--- src/design/scsit_pkg.sv ---
// Contract
// - Only the target drives the phase lines.
// - Six phases encoded as C/D, I/O, MSG.
// - Never drive the two reserved phase codes.
// - Bus free: release MSG, C/D, I/O, BSY.
// - One byte per complete REQ/ACK handshake.
// - BSY asserted, SEL negated during transfer phases.
// - Phase lines settle before REQ, held past ACK.
// - I/O asserted sends bytes to the initiator.
// - Outbound: data, deskew plus skew, REQ, hold.
// - Outbound: ACK seen, drop REQ; initiator drops ACK.
// - Outbound: next byte only after ACK negated.
// - Inbound: target opens each byte with REQ.
// - Inbound: sample on ACK, then negate REQ.
// - Nonzero logical unit gives illegal request.
// - Relative addressing set gives illegal request.
// - Nonzero control byte gives illegal request.
// - Nonzero reserved bits give illegal request.
// - Decode opcodes 16, 17 and 12.
// - Decode opcodes 03, 00 and 24.
// - Decode opcodes 28 and 31.
// - Wait for SEL negated before first REQ.
// Package of constants, types and register layout for the SCSI target phase engine.
// Assumes a 125 MHz core clock and selection handled by outside logic.
package scsit_pkg;

  // Clock and bus delays, in ns, and their cycle counts rounded up
  localparam int CLK_PERIOD_NS  = 8;
  localparam int SETTLE_NS      = 400;
  localparam int DESKEW_NS      = 45;
  localparam int CABLE_SKEW_NS  = 10;
  localparam int SETTLE_CYC_I   = (SETTLE_NS + CLK_PERIOD_NS - 1) / CLK_PERIOD_NS;
  localparam int SKEW_CYC_I     = (DESKEW_NS + CABLE_SKEW_NS + CLK_PERIOD_NS - 1)
                                  / CLK_PERIOD_NS;
  localparam logic [7:0] SETTLE_CYC = 8'(SETTLE_CYC_I < 1 ? 1 : SETTLE_CYC_I);
  localparam logic [7:0] SKEW_CYC   = 8'(SKEW_CYC_I < 1 ? 1 : SKEW_CYC_I);

  // Register byte addresses
  localparam logic [7:0] ADDR_CTRL   = 8'h00;
  localparam logic [7:0] ADDR_COUNT  = 8'h04;
  localparam logic [7:0] ADDR_TXDATA = 8'h08;
  localparam logic [7:0] ADDR_RXDATA = 8'h0C;
  localparam logic [7:0] ADDR_STATUS = 8'h10;
  localparam logic [7:0] ADDR_CDBRES = 8'h14;

  // Control and status bit positions
  localparam int CTRL_START   = 0;
  localparam int CTRL_PH_LO   = 1;
  localparam int CTRL_PH_HI   = 3;
  localparam int CTRL_RELEASE = 4;
  localparam int CTRL_BUSY    = 5;
  localparam int ST_DONE      = 0;
  localparam int ST_PERR      = 1;
  localparam int ST_RXAV      = 2;
  localparam int ST_TXFULL    = 3;
  localparam int ST_ATN       = 4;
  localparam int ST_SEL       = 5;
  localparam int ST_BUSY      = 6;
  localparam int ST_ACTIVE    = 7;
  localparam int ST_SCREENED  = 8;

  // Operation codes
  localparam logic [7:0] OP_TEST_READY = 8'h00;
  localparam logic [7:0] OP_REQ_SENSE  = 8'h03;
  localparam logic [7:0] OP_INQUIRY    = 8'h12;
  localparam logic [7:0] OP_RESERVE    = 8'h16;
  localparam logic [7:0] OP_RELEASE    = 8'h17;
  localparam logic [7:0] OP_SCAN       = 8'h1B;
  localparam logic [7:0] OP_DIAG       = 8'h1D;
  localparam logic [7:0] OP_SET_WINDOW = 8'h24;
  localparam logic [7:0] OP_READ       = 8'h28;
  localparam logic [7:0] OP_OBJ_POS    = 8'h31;

  // Status and sense values, command block geometry
  localparam logic [4:0] STATUS_CHECK   = 5'h01;
  localparam logic [3:0] SENSE_NONE     = 4'h0;
  localparam logic [3:0] SENSE_ILLEGAL  = 4'h5;
  localparam logic [3:0] CDB_SHORT      = 4'h6;
  localparam logic [3:0] CDB_LONG       = 4'hA;
  localparam int         CDB_MAX        = 10;

  // Phases in their index order on the control register
  typedef enum logic [2:0] {
    PH_DATA_OUT, PH_DATA_IN, PH_COMMAND, PH_STATUS, PH_MSG_OUT, PH_MSG_IN
  } scsit_phase_e;

  // Decoded command
  typedef enum logic [3:0] {
    CMD_NONE, CMD_TEST_READY, CMD_REQ_SENSE, CMD_INQUIRY, CMD_RESERVE, CMD_RELEASE,
    CMD_SCAN, CMD_DIAG, CMD_SET_WINDOW, CMD_READ, CMD_OBJ_POS, CMD_UNKNOWN
  } scsit_cmd_e;

  // Target-driven bus lines; phase lines are driven low when released
  typedef struct packed {
    logic       bsy_oe;
    logic       cd;
    logic       io;
    logic       msg;
    logic       req;
    logic [7:0] db_out;
    logic       dbp_out;
    logic       db_oe;
  } scsit_pins_s;

  // Result of command block screening
  typedef struct packed {
    logic       valid;
    logic       check;
    logic [3:0] sense;
    scsit_cmd_e cmd;
    logic [7:0] opcode;
  } scsit_screen_s;

endpackage

--- src/design/scsit_target.sv ---
// Target end of the parallel SCSI information transfer phases with command screening.
// Assumes outside logic wins selection and then sets the busy bit over the register port.
`timescale 1ns/10ps
module scsit_target
  import scsit_pkg::*;
(
  input  wire logic        ref_clk,
  input  wire logic        reset,
  input  wire logic [7:0]  reg_addr,
  input  wire logic [31:0] reg_wdata,
  input  wire logic        reg_wr,
  input  wire logic        reg_rd,
  output logic [31:0]      reg_rdata,
  input  wire logic        sel_in,
  input  wire logic        atn_in,
  input  wire logic        ack_in,
  input  wire logic [7:0]  db_in,
  input  wire logic        dbp_in,
  output scsit_pins_s      pins
);

  typedef enum logic [3:0] {
    S_IDLE, S_WAIT_SEL, S_SETTLE, S_BYTE, S_OUT_SKEW, S_OUT_REQ, S_IN_REQ, S_WAIT_NACK
  } scsit_state_e;

  // Odd parity over a data byte
  function automatic logic odd_par(input logic [7:0] d);
    return ~(^d);
  endfunction

  // C/D, I/O, MSG for a phase; only the six defined codes can come out
  function automatic logic [2:0] phase_lines(input scsit_phase_e p);
    case (p)
      PH_DATA_OUT: phase_lines = 3'h0;
      PH_DATA_IN:  phase_lines = 3'h2;
      PH_COMMAND:  phase_lines = 3'h4;
      PH_STATUS:   phase_lines = 3'h6;
      PH_MSG_OUT:  phase_lines = 3'h5;
      PH_MSG_IN:   phase_lines = 3'h7;
      default:     phase_lines = 3'h0;
    endcase
  endfunction

  // Three-stage synchronisers for the pins; a level counts once stages two and three agree
  // Every bus line reaches the core through this filter, so a level change at a pin
  // is seen three to four clocks later. Data and parity pass the same path as ACK,
  // which keeps them aligned: the initiator holds data from before ACK rises until
  // after REQ falls, so the filtered byte is settled by the time ACK is seen.
  // Only the second stage reads the first; stages two and three feed the filter,
  // and only the filter feeds the engine. The filter holds its old value while stages two and three disagree,
  // so a single glitch shorter than a clock never reaches the state machine.
  // The cost is latency: each handshake edge spends roughly four clocks here.
  localparam int SW = 12;
  logic [SW-1:0] s1_reg, s2_reg, s3_reg, filt_reg, filt_next;

  always_comb begin
    for (int i = 0; i < SW; i++) begin
      filt_next[i] = (s2_reg[i] == s3_reg[i]) ? s3_reg[i] : filt_reg[i];
    end
  end

  always_ff @(posedge ref_clk or posedge reset) begin
    if (reset) begin
      s1_reg   <= '0;
      s2_reg   <= '0;
      s3_reg   <= '0;
      filt_reg <= '0;
    end else begin
      s1_reg   <= {sel_in, atn_in, ack_in, dbp_in, db_in};
      s2_reg   <= s1_reg;
      s3_reg   <= s2_reg;
      filt_reg <= filt_next;
    end
  end

  logic       sel_f, atn_f, ack_f, dbp_f;
  logic [7:0] db_f;
  assign {sel_f, atn_f, ack_f, dbp_f, db_f} = filt_reg;

  // Transfer state and software visible state
  // The byte counter, holding byte and receive byte are shared with software;
  // the engine changes them only in its own states, software only by strobes.
  // A length of zero ends a phase once the settle time has passed, with done set and no handshake.
  // The command block store is a small array that lives here, filled only while
  // the phase is COMMAND; bytes beyond the tenth are counted but not kept.
  scsit_state_e  st_reg, st_next;
  scsit_phase_e  ph_reg, ph_next;
  logic [7:0]    cnt_reg, cnt_next;
  logic [15:0]   left_reg, left_next;
  logic [15:0]   len_reg, len_next;
  logic          busy_reg, busy_next;
  logic [7:0]    tx_reg, tx_next;
  logic          txf_reg, txf_next;
  logic [7:0]    rx_reg, rx_next;
  logic          rxav_reg, rxav_next;
  logic          done_reg, done_next;
  logic          perr_reg, perr_next;
  logic [7:0]    cdb_reg [CDB_MAX];
  logic [7:0]    cdb_next [CDB_MAX];
  logic [3:0]    idx_reg, idx_next;
  scsit_screen_s scr_reg, scr_next;
  scsit_pins_s   pins_next;
  logic [31:0]   rdata_next;

  // Decoded register strobes
  logic wr_ctrl, wr_count, wr_tx, wr_stat, rd_rx;
  assign wr_ctrl  = reg_wr && (reg_addr == ADDR_CTRL);
  assign wr_count = reg_wr && (reg_addr == ADDR_COUNT);
  assign wr_tx    = reg_wr && (reg_addr == ADDR_TXDATA);
  assign wr_stat  = reg_wr && (reg_addr == ADDR_STATUS);
  assign rd_rx    = reg_rd && (reg_addr == ADDR_RXDATA);

  // Screen a collected command block
  // Byte 0 holds the operation code, byte 1 the unit number in its top three
  // bits, the relative address flag in bit 0 and reserved bits between them.
  // The control byte is the last byte of the block, whose length follows the
  // group code in the top bits of the operation code. Any failing test gives
  // check condition with illegal request; the tests are independent, so one
  // block may fail several at once and still reports one sense key.
  // Unknown operation codes are screened the same way, so software never has
  // to decode an opcode itself before answering the host.
  function automatic scsit_screen_s screen(input logic [7:0] c0, input logic [7:0] c1,
                                           input logic [7:0] ctl);
    scsit_screen_s r;
    logic          bad;
    r.valid  = 1'b1;
    r.opcode = c0;
    case (c0)
      OP_RESERVE:    r.cmd = CMD_RESERVE;
      OP_RELEASE:    r.cmd = CMD_RELEASE;
      OP_INQUIRY:    r.cmd = CMD_INQUIRY;
      OP_REQ_SENSE:  r.cmd = CMD_REQ_SENSE;
      OP_TEST_READY: r.cmd = CMD_TEST_READY;
      OP_SET_WINDOW: r.cmd = CMD_SET_WINDOW;
      OP_READ:       r.cmd = CMD_READ;
      OP_OBJ_POS:    r.cmd = CMD_OBJ_POS;
      OP_DIAG:       r.cmd = CMD_DIAG;
      OP_SCAN:       r.cmd = CMD_SCAN;
      default:       r.cmd = CMD_UNKNOWN;
    endcase
    bad = (c1[7:5] != 3'h0)
        || c1[0]
        || (ctl != 8'h00)
        || (c1[4:1] != 4'h0)
        || (r.cmd == CMD_UNKNOWN);
    r.check = bad;
    r.sense = bad ? SENSE_ILLEGAL : SENSE_NONE;
    return r;
  endfunction

  // Next state of the handshake engine and the registers it shares with software
  // Software starts one phase at a time: it writes the count, for outbound data
  // fills the holding byte, then writes start with a phase index. The engine
  // waits for SEL to fall, drives the phase lines, lets them settle, and then
  // runs one REQ/ACK handshake per byte. REQ only rises from a state in which
  // ACK has been seen low, so a slow initiator can never skip a handshake.
  // Phase lines and BSY stay driven after the last byte so that software can
  // chain phases without a glitch on the bus; release drops everything at once.
  // Status flags set by the engine win over a clear written in the same cycle,
  // so an event is never lost to a late clear.
  // Trade-off: no prefetch buffer, so the outbound rate is bounded by how fast
  // software refills the holding byte after each ACK.
  always_comb begin
    logic [3:0] clen;
    clen       = (cdb_reg[0][7:5] == 3'h0) ? CDB_SHORT : CDB_LONG;
    st_next    = st_reg;
    ph_next    = ph_reg;
    cnt_next   = cnt_reg;
    left_next  = left_reg;
    len_next   = wr_count ? reg_wdata[15:0] : len_reg;
    busy_next  = busy_reg;
    tx_next    = tx_reg;
    txf_next   = txf_reg;
    rx_next    = rx_reg;
    rxav_next  = rxav_reg && !rd_rx;
    done_next  = done_reg && !(wr_stat && reg_wdata[ST_DONE]);
    perr_next  = perr_reg && !(wr_stat && reg_wdata[ST_PERR]);
    cdb_next   = cdb_reg;
    idx_next   = idx_reg;
    scr_next   = scr_reg;
    pins_next  = pins;
    // Holding byte accepted only while empty; a write when full is dropped
    if (wr_tx && !txf_reg) begin
      tx_next  = reg_wdata[7:0];
      txf_next = 1'b1;
    end
    case (st_reg)
      S_IDLE: begin
        if (wr_ctrl && reg_wdata[CTRL_RELEASE]) begin
          busy_next      = 1'b0;
          pins_next      = '0;
        end else if (wr_ctrl && reg_wdata[CTRL_BUSY]) begin
          busy_next      = 1'b1;
          pins_next.bsy_oe = 1'b1;
        end
        // Reserved phase indexes and starts without BSY are ignored
        if (wr_ctrl && reg_wdata[CTRL_START] && (busy_reg || reg_wdata[CTRL_BUSY])
            && !reg_wdata[CTRL_RELEASE] && (reg_wdata[CTRL_PH_HI:CTRL_PH_LO] < 3'h6)) begin
          ph_next   = scsit_phase_e'(reg_wdata[CTRL_PH_HI:CTRL_PH_LO]);
          left_next = len_next;
          idx_next  = 4'h0;
          if (scsit_phase_e'(reg_wdata[CTRL_PH_HI:CTRL_PH_LO]) == PH_COMMAND) begin
            scr_next.valid = 1'b0;
          end
          st_next   = S_WAIT_SEL;
        end
      end
      S_WAIT_SEL: begin
        // Selector still holds SEL: no phase may begin under it
        if (!sel_f) begin
          {pins_next.cd, pins_next.io, pins_next.msg} = phase_lines(ph_reg);
          pins_next.bsy_oe = 1'b1;
          cnt_next = SETTLE_CYC;
          st_next  = S_SETTLE;
        end
      end
      S_SETTLE: begin
        if (cnt_reg > 8'h01) begin
          cnt_next = cnt_reg - 8'h01;
        end else begin
          st_next = S_BYTE;
        end
      end
      S_BYTE: begin
        if (left_reg == 16'h0000) begin
          // Phase lines stay as they are until software starts another phase
          done_next = 1'b1;
          st_next   = S_IDLE;
        end else if (pins.io) begin
          if (txf_reg) begin
            pins_next.db_out  = tx_reg;
            pins_next.dbp_out = odd_par(tx_reg);
            pins_next.db_oe   = 1'b1;
            cnt_next = SKEW_CYC;
            st_next  = S_OUT_SKEW;
          end
        end else if (!rxav_reg) begin
          // Stall REQ until software has taken the previous byte
          pins_next.db_oe = 1'b0;
          pins_next.req   = 1'b1;
          st_next = S_IN_REQ;
        end
      end
      S_OUT_SKEW: begin
        if (cnt_reg > 8'h01) begin
          cnt_next = cnt_reg - 8'h01;
        end else begin
          pins_next.req = 1'b1;
          st_next = S_OUT_REQ;
        end
      end
      S_OUT_REQ: begin
        if (ack_f) begin
          pins_next.req   = 1'b0;
          pins_next.db_oe = 1'b0;
          txf_next  = 1'b0;
          left_next = left_reg - 16'h0001;
          st_next   = S_WAIT_NACK;
        end
      end
      S_IN_REQ: begin
        if (ack_f) begin
          rx_next   = db_f;
          rxav_next = 1'b1;
          if (dbp_f != odd_par(db_f)) begin
            perr_next = 1'b1;
          end
          if (ph_reg == PH_COMMAND && idx_reg < 4'(CDB_MAX)) begin
            cdb_next[idx_reg] = db_f;
            idx_next = idx_reg + 4'h1;
          end
          pins_next.req = 1'b0;
          left_next = left_reg - 16'h0001;
          st_next   = S_WAIT_NACK;
        end
      end
      S_WAIT_NACK: begin
        // Next byte and phase change both wait for ACK to fall
        if (!ack_f) begin
          if (left_reg == 16'h0000 && ph_reg == PH_COMMAND) begin
            scr_next = screen(cdb_reg[0], cdb_reg[1], cdb_reg[clen - 4'h1]);
          end
          st_next = S_BYTE;
        end
      end
      default: begin
        st_next   = S_IDLE;
        pins_next = '0;
      end
    endcase
  end

  // Read mux; data stands only in the cycle after the strobe
  // Idle cycles read as zero so a stray sample outside the read slot is harmless.
  // Reading RXDATA also clears the receive flag, which releases a stalled REQ.
  // Unmapped addresses read zero and cost nothing.
  always_comb begin
    rdata_next = 32'h0000_0000;
    if (reg_rd) begin
      case (reg_addr)
        ADDR_CTRL:   rdata_next = {26'h0, busy_reg, 1'b0, ph_reg, 1'b0};
        ADDR_COUNT:  rdata_next = {len_reg, left_reg};
        ADDR_TXDATA: rdata_next = {24'h0, tx_reg};
        ADDR_RXDATA: rdata_next = {24'h0, rx_reg};
        ADDR_STATUS: begin
          rdata_next[ST_DONE]     = done_reg;
          rdata_next[ST_PERR]     = perr_reg;
          rdata_next[ST_RXAV]     = rxav_reg;
          rdata_next[ST_TXFULL]   = txf_reg;
          rdata_next[ST_ATN]      = atn_f;
          rdata_next[ST_SEL]      = sel_f;
          rdata_next[ST_BUSY]     = busy_reg;
          rdata_next[ST_ACTIVE]   = (st_reg != S_IDLE);
          rdata_next[ST_SCREENED] = scr_reg.valid;
        end
        ADDR_CDBRES: rdata_next = {9'h0, scr_reg.valid, scr_reg.check,
                                   scr_reg.check ? STATUS_CHECK : 5'h00,
                                   scr_reg.sense, scr_reg.cmd, scr_reg.opcode};
        default:     rdata_next = 32'h0000_0000;
      endcase
    end
  end

  // All state registers
  // Reset puts every bus line low, which is bus free with nothing driven.
  // The outputs are taken straight from these flip-flops so that no decode
  // glitch can reach the bus lines or the read data.
  // Reset assigns only constants; the command store is cleared word by word.
  always_ff @(posedge ref_clk or posedge reset) begin
    if (reset) begin
      st_reg    <= S_IDLE;
      ph_reg    <= PH_DATA_OUT;
      cnt_reg   <= 8'h00;
      left_reg  <= 16'h0000;
      len_reg   <= 16'h0000;
      busy_reg  <= 1'b0;
      tx_reg    <= 8'h00;
      txf_reg   <= 1'b0;
      rx_reg    <= 8'h00;
      rxav_reg  <= 1'b0;
      done_reg  <= 1'b0;
      perr_reg  <= 1'b0;
      idx_reg   <= 4'h0;
      scr_reg   <= '0;
      pins      <= '0;
      reg_rdata <= 32'h0000_0000;
      for (int i = 0; i < CDB_MAX; i++) begin
        cdb_reg[i] <= 8'h00;
      end
    end else begin
      st_reg    <= st_next;
      ph_reg    <= ph_next;
      cnt_reg   <= cnt_next;
      left_reg  <= left_next;
      len_reg   <= len_next;
      busy_reg  <= busy_next;
      tx_reg    <= tx_next;
      txf_reg   <= txf_next;
      rx_reg    <= rx_next;
      rxav_reg  <= rxav_next;
      done_reg  <= done_next;
      perr_reg  <= perr_next;
      idx_reg   <= idx_next;
      scr_reg   <= scr_next;
      pins      <= pins_next;
      reg_rdata <= rdata_next;
      cdb_reg   <= cdb_next;
    end
  end

endmodule

--- config.mk ---
export PLATFORM = sky130hd
export DESIGN_NAME = scsit_target
export DESIGN_NICKNAME = d
export VERILOG_FILES = /design/src/design/scsit_pkg.sv /design/src/design/scsit_target.sv
export SDC_FILE = /design/constraint.sdc
export NUM_CORES = 1
export LEC_CHECK = 0
export BUFFER_PORTS_ARGS = -buffer_cell sky130_fd_sc_hd__buf_4
export CORE_MARGIN = 5
export CORE_UTILIZATION = 60
export DETAILED_ROUTE_END_ITERATION = 16
export PLACE_DENSITY_LB_ADDON = 0.25
export SYNTH_ARGS = -nofsm -noshare
export SYNTH_HDL_FRONTEND = slang
export SYNTH_SLANG_ARGS = --single-unit
--- constraint.sdc ---
create_clock -name ref_clk -period 14.4 [get_ports ref_clk]
set_input_delay 0.72 -clock ref_clk [delete_from_list [all_inputs] [get_ports ref_clk]]
set_output_delay 0.72 -clock ref_clk [all_outputs]
set_load 0.1 [all_outputs]
==> out/results.txt <==
Nets@finish = 987
Initial DRC Count = 510
DRT Pass-1 Iters = 5
Post-Route Skew = 0.01800 ns
Outcome = completed
Primary FF master, synth = dfrtp_1
Avg Cell Area, Syn = 11.26 um2
Cts repair resizes = 0
Setup CP Type = reg -> reg
N_diodes = 0
CTS Buf Count = 22
Final Setup Violations = 0
Max Cap Violations = 0
Synth Warn # = 0
Latest clock arrival within the worst-skew pair = 0.51 ns
Worst Max-Slew Pin Slew = 1.030 ns
P_int = 1191 uW
Placement Rows = 46
IO Pins = 103
Core area = 15,770 um2
Starting density of the core = 60.90%
Min Tclk post-route = 3.155 ns
Initial antenna violation count = 0
Gr usage total = 23.77%
Yosys top cell area share = 55.24%
DR vias = 6,970
Synthesized Nets = 916
Yosys reg bits = 212
Count of cell types in the netlist = 77
EDFF count, synth = 0
Final ANT Viol Nets = 0
Worst Path Required = 14.79 ns
Hold Path Class = in -> async
Reg clk slew, reported paths = 0.06 ns
Yosys top cell by area = dfrtp_1
Congestion Overflow GR = 0
Largest net degree at the start of global routing = 102
Die area = 18,640 um2
Comb pwr share = 22.5%
PortBufs = 86
Area grow syn2layout = 16.18%
CP max FO = 24
Sw Ratio = 32.09%
Mapped cell area = 9604 um2
Max-slew headroom = 31.23%
Clock buffer depth = 3
Slew Limit Fails = 0
Setup crit end kind = register
Htree depth = 1
Switch Pwr = 563.0 uW
CTS tree = yes
CTS Root Buffer Type = clkbuf_16
Ranking of synthesized cells by area = dfrtp_1 (55%), mux2_2 (8.0%), nand2_1 (3.9%)
Sequential Power Share = 42.3%
Routed len/inst = 18.53 um
# DRC = 0
Final WL = 21,420 um
Vias per inst = 6.029
Clk pwr share = 35.2%
Total power = 1754 uW
Hold Buf Count CTS = 0
First-pass GRT wire length = 35,360 um
CP Launch Type = register
Post-synthesis sequential area ratio = 55.24%
Asr flop ratio synth = 100.0%
Hold Fails Final Rpt = 0
Die Wd = 136.5 um
Worst endpoint data arrival time = 3.55 ns
Vias in the first global route = 6,767
Layout cells sized above 1 = 24.47%
Pleak = 0.005139 uW
Die Ht = 136.5 um
Max IR drop VDD = 0.00009429 V
DP HPWL = 14,750 um
CTS Sinks = 212
Post-CTS setup buffer count = 0
Cell area power density = 157.2 nW/um2
Tcrit/Tclk final = 21.91%
Highest Clock Rate = 0.3170 GHz
Routability cong. = 0.8745
RSZ-0062 raised after global routing = no
Synth Instances = 853
Final setup TNS = 0 ns
cells in the mapped netlist (6+ instances only):
library cell	count
o31ai_1	7
nor2_1	51
a22o_1	6
clkbuf_1	24
o211ai_1	7
nor4_1	15
ha_1	7
o21ai_1	6
buf_2	13
nand2_1	100
dfrtp_1	212
mux2_2	68
inv_1	17
and3_1	20
nand4_1	15
a21oi_1	36
xnor2_1	19
nand3_1	21
nor3_1	18
o21ai_0	39
nor2b_1	15
a22oi_1	10
maj3_1	12
or4_1	7
area by class of cell:
type / count / area, um2
inverter: 18 / 75.07
fill: 1187 / 4612
multi-input combinational: 578 / 4009
clock buffer: 28 / 603.1
sequential: 212 / 5305
tap: 216 / 270.3
clock inverter: 12 / 205.2
timing repair buffer: 92 / 690.7
per-layer routing:
| metal | vias to the layer above | routed length, um | part of all wire, % | track usage, % |
|---|---|---|---|---|
| met5 | - | 0 | 0 | 0 |
| met4 | 0 | 694 | 3.2 | 7.279 |
| met3 | 58 | 1416 | 6.6 | 4.007 |
| met2 | 244 | 10490 | 49 | 38.94 |
| met1 | 3433 | 8824 | 41 | 32.84 |
| li1 | 3235 | - | - | - |
worst max-delay path, cell delays in order (launching register included):
cell and delay, ns:
dfrtp_1 0.65, nand4b_2 0.61, nor4b_4 0.66, inv_2 0.15
nor4b_4 0.56, mux2_2 0.41
power groups by stage:
stage               Clock, uW  Sequential, uW  Combinational [uW]
global route              658             754                 432
floorplan                   0             759                 284
finish                    617             743                 394
detailed placement          0             751                 388
CTS                       628             741                 393
global placement            0             749                 382
cells in the final DEF, fill, tap and decap left out, drive strengths merged, types with 18 or more instances in the layout:
master,instances
and3,20
mux2,68
xnor2,19
nor3,18
dfrtp,212
o21ai,45
a21oi,37
nand3,22
inv,18
buf,92
nand2,101
nor2,52
nor4,21
clkbuf,28
logic make-up (layout without fill, tap and decap cells):
family | count (synthesis) | after routing | share of synthesized area (%)
fa+ha+maj | 19 | 19 | 2.163
flops | 212 | 212 | 55.24
simple gates | 302 | 302 | 17.07
buf+inv | 63 | 150 | 3.074
xor+xnor | 23 | 23 | 2.097
compound gates | 158 | 158 | 11.03
mux | 76 | 76 | 9.328
per-stage QoR:
step	instance area (um2)	util (%)	cells	hold WS (ns)	worst slack, ns
after floorplan	9604	-	853	0.3312	7.886
after global placement	10350	65.63	1116	0.3316	11.31
after detailed placement	10350	65.63	1116	0.3358	11.29
after CTS	11160	70.76	1156	0.2955	11.25
after global routing	11160	70.76	1156	0.2909	11.04
final	11160	70.76	1156	0.3025	11.25
final timing paths:
kind	start	endpoint	slack (ns)	cells past startpoint
worst max-delay path	st_reg[0]	cdb_reg[70]	11.25	5
worst min-delay path	reset	s2_reg[8]	0.30	2
worst max register to register	st_reg[0]	cdb_reg[70]	11.25	5
worst min register to register	s1_reg[6]	s2_reg[6]	0.35	0
max in group asynchronous	reset	cnt_reg[1]	12.25	4
min in group ref_clk	db_in[4]	s1_reg[4]	0.32	1
Note: power is estimated with default switching activity, not from simulation.
